$ cat config.mk
export PLATFORM = sky130hd
export DESIGN_NAME = gfr_flag_readout
export DESIGN_NICKNAME = d
export VERILOG_FILES = /design/src/gfr_pkg.sv /design/src/gfr_sync.sv /design/src/gfr_flag_readout.sv
export SDC_FILE = /design/constraint.sdc
export NUM_CORES = 1
export LEC_CHECK = 0
export ABC_AREA = 1
export BUFFER_PORTS_ARGS = -buffer_cell sky130_fd_sc_hd__buf_4
export CORE_ASPECT_RATIO = 1.4
export CORE_MARGIN = 8
export CORE_UTILIZATION = 40
export DETAILED_ROUTE_END_ITERATION = 16
export GPL_TIMING_DRIVEN = 0
export PLACE_DENSITY = 0.77
export SLEW_MARGIN = 20
export SYNTH_ARGS = -nofsm -noshare
export SYNTH_HDL_FRONTEND = slang
export SYNTH_SLANG_ARGS = --single-unit
export TNS_END_PERCENT = 50
$ cat constraint.sdc
create_clock -name core_clk -period 0.9 [get_ports core_clk]
set_input_delay 0.135 -clock core_clk [delete_from_list [all_inputs] [get_ports core_clk]]
set_output_delay 0.135 -clock core_clk [all_outputs]
set_load 0.05 [all_outputs]
$ cat src/gfr_pkg.sv
package gfr_pkg;
   // ========================================
   // Command word layout
   localparam int GFR_RW_BIT = 31;
   localparam int GFR_CODE_MSB = 30;
   localparam int GFR_CODE_LSB = 27;
   localparam logic [3:0] GFR_CODE_FLAGS = 4'hF;
   localparam logic GFR_RW_READ = 1'h0;
   // ========================================
   // Flag positions
   localparam int GFR_BIT_SURGE = 3;
   localparam int GFR_BIT_ALIGN = 2;
   localparam int GFR_BIT_GATE_OFF = 1;
   localparam int GFR_BIT_RESET_FALL = 0;
   // ========================================
   // Values after reset
   localparam logic GFR_RST_SURGE = 1'h0;
   localparam logic GFR_RST_ALIGN = 1'h0;
   localparam logic GFR_RST_GATE_OFF = 1'h1;
   localparam logic GFR_RST_RESET_FALL = 1'h1;
   localparam logic [2:0] GFR_SYNC_INIT = 3'h7;
   localparam logic [2:0] GFR_SYNC_INIT_LOW = 3'h0;
endpackage

$ cat src/gfr_sync.sv
module gfr_sync
   import gfr_pkg::*;
#(
   parameter logic [2:0] INIT = 3'h0
)
(
   input wire logic core_clk,
   input wire logic rst,
   input wire logic pin,
   output logic level,
   output logic fall,
   output logic rise
);
   logic [2:0] sync_reg;
   logic level_reg;

   always_ff @(posedge core_clk)
   begin
      if (rst)
         sync_reg <= INIT;
      else
         sync_reg <= {sync_reg[1:0], pin};
   end

   // Accept a change once stages two and three agree
   always_ff @(posedge core_clk)
   begin
      if (rst)
         level_reg <= INIT[2];
      else if (sync_reg[1] == sync_reg[2])
         level_reg <= sync_reg[2];
   end

   assign level = level_reg;
   assign fall = level_reg & ~sync_reg[2] & ~sync_reg[1];
   assign rise = ~level_reg & sync_reg[2] & sync_reg[1];
endmodule

$ cat src/gfr_flag_readout.sv
// Overview of operation
// - Command with bit 31 low and code 1111 requests the flag word.
// - Supply surge flag sets on overvoltage, holds until a read with no overvoltage standing, resets 0.
// - Alignment pulse flag sets on phase sync, holds until read, resets 0.
// - Gate-off latch resets to 1, forced 1 while enable is low.
// - Read with enable high clears gate-off latch; enable low keeps 1.
// - Reset-fall latch resets to 1; a read clears it unless a fall arrives in the same cycle.
// - Falling edge on the active-low reset input sets reset-fall latch.
module gfr_flag_readout
   import gfr_pkg::*;
(
   input wire logic core_clk,
   input wire logic rst,
   input wire logic cmd_valid,
   input wire logic [31:0] cmd_word,
   output logic rsp_valid,
   output logic [31:0] rsp_word,
   input wire logic surge_evt,
   input wire logic align_pin,
   input wire logic enable_pin,
   input wire logic reset_n_pin
);
   // ========================================
   // Input conditioning
   logic en_level;
   logic align_rise;
   logic rstn_fall;
   logic surge_sync_level;
   logic surge_rise;

   gfr_sync #(.INIT(GFR_SYNC_INIT)) u_en_sync
   (
      .core_clk(core_clk),
      .rst(rst),
      .pin(enable_pin),
      .level(en_level),
      .fall(),
      .rise()
   );

   gfr_sync #(.INIT(GFR_SYNC_INIT_LOW)) u_align_sync
   (
      .core_clk(core_clk),
      .rst(rst),
      .pin(align_pin),
      .level(),
      .fall(),
      .rise(align_rise)
   );

   gfr_sync #(.INIT(GFR_SYNC_INIT)) u_rstn_sync
   (
      .core_clk(core_clk),
      .rst(rst),
      .pin(reset_n_pin),
      .level(),
      .fall(rstn_fall),
      .rise()
   );

   gfr_sync #(.INIT(GFR_SYNC_INIT_LOW)) u_surge_sync
   (
      .core_clk(core_clk),
      .rst(rst),
      .pin(surge_evt),
      .level(surge_sync_level),
      .fall(),
      .rise(surge_rise)
   );

   // ========================================
   // Command decode
   logic rd_hit;
   assign rd_hit = cmd_valid && (cmd_word[GFR_RW_BIT] == GFR_RW_READ)
      && (cmd_word[GFR_CODE_MSB:GFR_CODE_LSB] == GFR_CODE_FLAGS);

   // ========================================
   // Flags
   logic surge_reg;
   logic align_reg;
   logic gate_off_reg;
   logic reset_fall_reg;

   always_ff @(posedge core_clk)
   begin
      if (rst)
         surge_reg <= GFR_RST_SURGE;
      else if (surge_rise || surge_sync_level)
         surge_reg <= 1'h1;
      else if (rd_hit)
         surge_reg <= 1'h0;
   end

   always_ff @(posedge core_clk)
   begin
      if (rst)
         align_reg <= GFR_RST_ALIGN;
      else if (align_rise)
         align_reg <= 1'h1;
      else if (rd_hit)
         align_reg <= 1'h0;
   end

   always_ff @(posedge core_clk)
   begin
      if (rst)
         gate_off_reg <= GFR_RST_GATE_OFF;
      else if (!en_level)
         gate_off_reg <= 1'h1;
      else if (rd_hit)
         gate_off_reg <= 1'h0;
   end

   always_ff @(posedge core_clk)
   begin
      if (rst)
         reset_fall_reg <= GFR_RST_RESET_FALL;
      else if (rstn_fall)
         reset_fall_reg <= 1'h1;
      else if (rd_hit)
         reset_fall_reg <= 1'h0;
   end

   // ========================================
   // Reply, built from pre-clear flag values
   logic rsp_valid_reg;
   logic [31:0] rsp_word_reg;

   always_ff @(posedge core_clk)
   begin
      if (rst)
      begin
         rsp_valid_reg <= 1'h0;
         rsp_word_reg <= 32'h0000_0000;
      end
      else
      begin
         rsp_valid_reg <= rd_hit;
         if (rd_hit)
         begin
            rsp_word_reg <= 32'h0000_0000;
            rsp_word_reg[GFR_RW_BIT] <= GFR_RW_READ;
            rsp_word_reg[GFR_CODE_MSB:GFR_CODE_LSB] <= GFR_CODE_FLAGS;
            rsp_word_reg[GFR_BIT_SURGE] <= surge_reg;
            rsp_word_reg[GFR_BIT_ALIGN] <= align_reg;
            rsp_word_reg[GFR_BIT_GATE_OFF] <= gate_off_reg;
            rsp_word_reg[GFR_BIT_RESET_FALL] <= reset_fall_reg;
         end
      end
   end

   assign rsp_valid = rsp_valid_reg;
   assign rsp_word = rsp_word_reg;

   // ========================================
   // Checks
   AST_RSP_FRAME: assert property (@(posedge core_clk) disable iff (rst)
      rd_hit |=> rsp_valid && rsp_word[31:27] == 5'h0F && rsp_word[26:4] == 23'h0)
      else $error("reply framing wrong");
   AST_RSP_ONLY_ON_CMD: assert property (@(posedge core_clk) disable iff (rst)
      rsp_valid |-> $past(rd_hit))
      else $error("reply without read command");
   AST_SURGE_HOLD: assert property (@(posedge core_clk) disable iff (rst)
      surge_reg && !rd_hit |=> surge_reg)
      else $error("surge flag lost before read");
   AST_ALIGN_SET: assert property (@(posedge core_clk) disable iff (rst)
      align_rise |=> align_reg)
      else $error("alignment flag not set");
   AST_GATE_FORCED: assert property (@(posedge core_clk) disable iff (rst)
      !en_level |=> gate_off_reg)
      else $error("gate-off latch not forced");
   AST_GATE_CLEAR: assert property (@(posedge core_clk) disable iff (rst)
      rd_hit && en_level |=> !gate_off_reg)
      else $error("gate-off latch not cleared");
   AST_RF_CLEAR: assert property (@(posedge core_clk) disable iff (rst)
      rd_hit && !rstn_fall |=> !reset_fall_reg)
      else $error("reset-fall latch not cleared");
   AST_RF_SET: assert property (@(posedge core_clk) disable iff (rst)
      rstn_fall |=> reset_fall_reg)
      else $error("reset-fall latch not set");
   AST_RSP_FLAGS: assert property (@(posedge core_clk) disable iff (rst)
      rd_hit |=> rsp_word[3:0] == $past({surge_reg, align_reg, gate_off_reg, reset_fall_reg}))
      else $error("reply flags differ from latched flags");

   // Set, hold, clear, reset-value and refusal checks
   AST_SURGE_SET: assert property (@(posedge core_clk) disable iff (rst)
      surge_sync_level |=> surge_reg)
      else $error("surge flag not set while overvoltage stands");
   AST_SURGE_CLEAR: assert property (@(posedge core_clk) disable iff (rst)
      rd_hit && !surge_rise && !surge_sync_level |=> !surge_reg)
      else $error("surge flag not cleared by read");
   AST_ALIGN_HOLD: assert property (@(posedge core_clk) disable iff (rst)
      align_reg && !rd_hit |=> align_reg)
      else $error("alignment flag lost before read");
   AST_ALIGN_CLEAR: assert property (@(posedge core_clk) disable iff (rst)
      rd_hit && !align_rise |=> !align_reg)
      else $error("alignment flag not cleared by read");
   AST_GATE_HOLD: assert property (@(posedge core_clk) disable iff (rst)
      gate_off_reg && !rd_hit |=> gate_off_reg)
      else $error("gate-off latch dropped without read");
   AST_RF_HOLD: assert property (@(posedge core_clk) disable iff (rst)
      reset_fall_reg && !rd_hit |=> reset_fall_reg)
      else $error("reset-fall latch dropped without read");
   AST_RESET_STATE: assert property (@(posedge core_clk)
      $fell(rst) |-> !surge_reg && !align_reg && gate_off_reg && reset_fall_reg)
      else $error("flags not at reset values");
   AST_RSP_STANDS: assert property (@(posedge core_clk) disable iff (rst)
      !rd_hit |=> $stable(rsp_word))
      else $error("reply word changed without read");
   AST_WRITE_NO_REPLY: assert property (@(posedge core_clk) disable iff (rst)
      cmd_valid && cmd_word[GFR_RW_BIT] |=> !rsp_valid)
      else $error("reply to a write command");
   AST_OTHER_CODE_NO_REPLY: assert property (@(posedge core_clk) disable iff (rst)
      cmd_valid && cmd_word[GFR_CODE_MSB:GFR_CODE_LSB] != GFR_CODE_FLAGS |=> !rsp_valid)
      else $error("reply to another message code");
endmodule

; ---- Word-level counts from Yosys, hierarchy flattened
; Index checks and enable logic that the tools add are counted.
[totals]
output_inout_bits = 33
ff_bits = 26
elab_cells = 41
inputBits = 39
[classes]
reduce_logical = 7
n_eq_ne = 5
bitwise_logic = 12
muxes = 3
[ops]
columns = operator, n
row1 = AND 1 bit, 6
row2 = NOT 1 bit, 6
row3 = equality test 1 bit, 4
row4 = "equality test 4 bit, second input constant", 1
row5 = nonzero test 2 bit, 2
row6 = OR reduction 2 bit, 2
row7 = 2-to-1 mux 1 bit, 3
row8 = logical AND 1 bit, 2
row9 = logical OR 1 bit, 1

; ---- Logic depth before layout (Yosys ltp)
[logic_depth]
ltp_word = 5
depth_mapped = 5
ltp_nobuf = 5

; ---- Modules after synthesis
; Synthesis repeated with hierarchy kept, for this count alone.
[hier_totals]
hier_cells = 142
hier_area_um2 = 1151.1
[by_module_without_submodules]
columns = mod, n_inst, area_per_inst_um2, cells_each, seq_area_each_um2
row1 = gfr_flag_readout, 1, 590.6, 72, 200.2
row2 = gfr_sync at u_align_sync ..., 2, 140.1, 17, 80.1
row3 = gfr_sync at u_en_sync ..., 2, 140.1, 18, 80.1

; ---- Least setup slack after synthesis
; OpenSTA, ideal clock, no wires.
[synth_timing]
kind = reg2out
start = register rsp_word[27] (netlist name)
end = output port rsp_word[28]
arrival_ns = 0.953
slack_ns = -0.188
stages_incl_launch_ff = 2
required_time_ns = 0.765
path_buffers = 1
path_cell_list = dfxtp_1 -> buf_4
[synth_rtl]
columns = element, line
row1 = "end, declared", gfr_flag_readout.sv:17  ; output logic [31:0] rsp_word,
; No word-level cell between the ends.

; ---- Final worst setup path
[layout_timing]
start = register rsp_word[27] (netlist name)
end = output port rsp_word[29]
; No word-level cell between the ends.

==> results.txt <==
----------------------------------------------------
[Floorplanning]
  Placement row count ... 22
  Die X-Extent ... 59.7 µm
  Starting density of the core ... a little over 40%
  Top-level I/O count ... 72
  Area of the die ... 4600 µm²
  Area inside the core boundary ... 2590 µm²
  Overall die height ... 77.2 µm

[Clock network]
  Latest clock arrival within the worst-skew pair ... 320 ps
  Clock tree buffer depth ... 2
  Setup Buffers After CTS ... 0
  TritonCTS clock tree ... yes
  # H-tree levels ... 1
  CTS Sinks ... 26
  Number of buffers inserted during clock tree synthesis ... 3
  Root Buffer Master ... sky130_fd_sc_hd__clkbuf_4
  Clk slew on worst S/H paths ... ~130 ps

[Critical path]
  Delay contributed by the slowest stage of the critical path ... 390 ps
  WP data arrival ... slightly below 1000 ps
  Cell-by-cell listing of the critical path ... buf_6, buf_8
  Maximum fanout along the worst path ... 5
  CP Launch Type ... flip-flop
  Slowest stage cell on the critical path ... sky130_fd_sc_hd__dfxtp_4
  Kind of capture point of the worst setup path ... primary output
  Type of the worst setup path ... flip-flop to primary output
  Register-to-register setup slack ... around 160 ps
  Critical path required time ... approximately 760 ps

[Pwr]
  Peak VDD IR ... 0.741 mV
  Leakage power figure ... 0.000751 µW
  Pwr Density ... roughly 1500 nW/µm²
  Total power after layout ... 2220 µW

[Global route]
  Grt met1 use ... under 10%
  Busiest layer in global routing ... met2
  Congestion Overflow GR ... 0
  Global-route track usage on met2 ... 16.6%
  First-pass GRT wire length ... 3.36 mm
  Overall track demand over capacity in global routing ... under 10%
  Largest net degree at the start of global routing ... 15
  Met3 track utilization from global routing ... 3.34%
  Number of antenna violations at the first check in global routing ... 0
  Vias in the first global route ... 754

[Placed design]
  I/O Buffers ... 20
  Setup slack after placement ... 93.4 ps
  Area of placed instances ... 1350 µm²
  Global placement routability congestion ... 0.730
  Dpl hpwl ... around 1.6 mm

[Worst hold path]
  Worst min-delay path category ... primary input to flip-flop

[STA]
  Setup violation total in the final timing report ... 9
  Max frequency ... between 900 and 1000 MHz
  Final worst path period share ... 123%
  Final count of pins violating max slew ... 0
  Worst Slack Setup Final ... -203 ps
  Number of endpoints with negative hold slack in the final report ... 0
  Worst clock skew ... roughly 3.5 ps
  Setup repair after global routing missed its margin ... true
  Tmin final ... 1100 ps

[Detailed routing]
  DR vias ... 820
  Vias per cell ... 4.02
  Detailed Routing Iterations Pass 1 ... 4
  Average wire per standard cell ... 10.5 µm
  Antenna Violating Nets Remaining ... 0
  DRC violation total after the first TritonRoute iteration ... 16
  Post-Route WL ... roughly 2.1 mm
  Remaining routing DRC violations ... 0

[Finish]
  Fraction of layout cells with a size suffix above 1 ... between 30% and 40%
  Final non-filler cell area ... 1490 µm²
  Total number of nets in the final design ... ~210
  Number of flip-flops under the largest register name ... 5
  Leading cell type in the layout, fill and taps excluded ... sky130_fd_sc_hd__buf_4
  Filler cells ... 253
  Area growth syn-to-layout ... 39.2%
  Antenna cells ... 0
  Core Util, Final ... a little under three fifths
  Most frequent cells in the layout ... sky130_fd_sc_hd__buf_4 (36), sky130_fd_sc_hd__conb_1 (24), sky130_fd_sc_hd__dfxtp_1 (20)

[Yosys]
  Area of the mapped netlist ... 1070 µm²
  Share of synthesized area occupied by flip-flops and latches ... 48.7%
  Synth warn ... 0
  Number of cells produced by synthesis ... 119
  Cell variety after synth ... 20
  Yosys reg bits ... 26
  Avg Inst Size Synth ... about 9.0 µm²

[Status]
  Status ... complete, but fails checks
  Failing checks ... negative setup slack

[Flow run]
  Maximum capacitance violations ... 0

----------------------------------------------------
## synthesized netlist by cell type
cell | instances | area share, %
sky130_fd_sc_hd__buf_4 | 27 | 19
sky130_fd_sc_hd__dfxtp_1 | 26 | 49
sky130_fd_sc_hd__inv_1 | 11 | 3.9
sky130_fd_sc_hd__nand2_1 | 11 | 3.9
sky130_fd_sc_hd__a21oi_1 | 8 | 3.7
sky130_fd_sc_hd__nand3_1 | 8 | 3.7
sky130_fd_sc_hd__nor2_1 | 8 | 2.8
sky130_fd_sc_hd__or2_1 | 4 | 2.3
sky130_fd_sc_hd__o21ai_0 | 3 | 1.4
sky130_fd_sc_hd__buf_2 | 2 | 0.94
sky130_fd_sc_hd__nand2_4 | 2 | 2.1
sky130_fd_sc_hd__a211oi_1 | 1 | 0.70
sky130_fd_sc_hd__a21oi_2 | 1 | 0.82
sky130_fd_sc_hd__conb_1 | 1 | 0.35
sky130_fd_sc_hd__nand2_2 | 1 | 0.59
sky130_fd_sc_hd__nor2_4 | 1 | 1.1
sky130_fd_sc_hd__nor2_8 | 1 | 1.9
sky130_fd_sc_hd__o211ai_1 | 1 | 0.70
sky130_fd_sc_hd__o21ai_2 | 1 | 0.82
sky130_fd_sc_hd__or2_2 | 1 | 0.59
## worst paths after layout
path                                  startpoint                             endpoint  cells past startpoint
max                    rsp_word[27]$_SDFFE_PP0P_                         rsp_word[29]                      2
min                                    surge_evt  u_surge_sync.sync_reg[0]$_SDFF_PP0_                      3
max reg2reg  u_surge_sync.sync_reg[1]$_SDFF_PP0_               surge_reg$_SDFFE_PP0P_                      2
min reg2reg  u_surge_sync.sync_reg[0]$_SDFF_PP0_  u_surge_sync.sync_reg[1]$_SDFF_PP0_                      2
## power breakdown
group / switching (µW) / total (µW) / internal (µW) / leakage (µW)
registers: 11.8 / 1190 / 1170 / 0.000215
clock network: 334 / 582 / 248 / 0.0000210
logic: 313 / 457 / 144 / 0.000515
total: 659 / 2220 / 1570 / 0.000751
## logic make-up after synthesis
| logic type | count (synthesis) | synth area share, % |
|---|---|---|
| buf+inv | 40 | 23.8 |
| flops | 26 | 48.7 |
| compound gates | 15 | 8.20 |
| other cells | 1 | 0.351 |
| simple gates | 37 | 19.0 |
## stage by stage
stage          cells  TNS [ps]  hold slack (ps)
2_1_floorplan    142     -7.12              232
3_3_place_gp     198         0              313
3_5_place_dp     198         0              318
4_1_cts          204     -1140             2.93
5_1_grt          204     -1350             10.1
6_report         204     -1090             3.49
## repair_timing
action                                  4_1_cts  5_1_grt
hold buffers                                  2        0
endpoints found under the hold margin         2        0
gates resized for setup                      21        4
endpoints found under the setup margin        9        9
## layer usage
layer,vias up,wire [µm]
li1,419,-
met1,363,748
met2,33,1150
met3,5,197
met4,0,45
met5,-,0
## final cells by class
type,instances,area [µm²],share of cell area [%]
Buffer,29,224,15.1
Clock buffer,4,36.3,2.44
Inverter,11,41.3,2.78
Multi-Input combinational cell,76,380,25.6
Sequential cell,26,531,35.7
Tap cell,36,45.0,3.03
Timing Repair Buffer,22,230,15.5
## critical path, delay by kind of cell, from the launching register on
family	cells	cell delay, ps
DFF	1	390
buffers and inverters	2	260
Note: power is estimated with default switching activity, not from simulation.
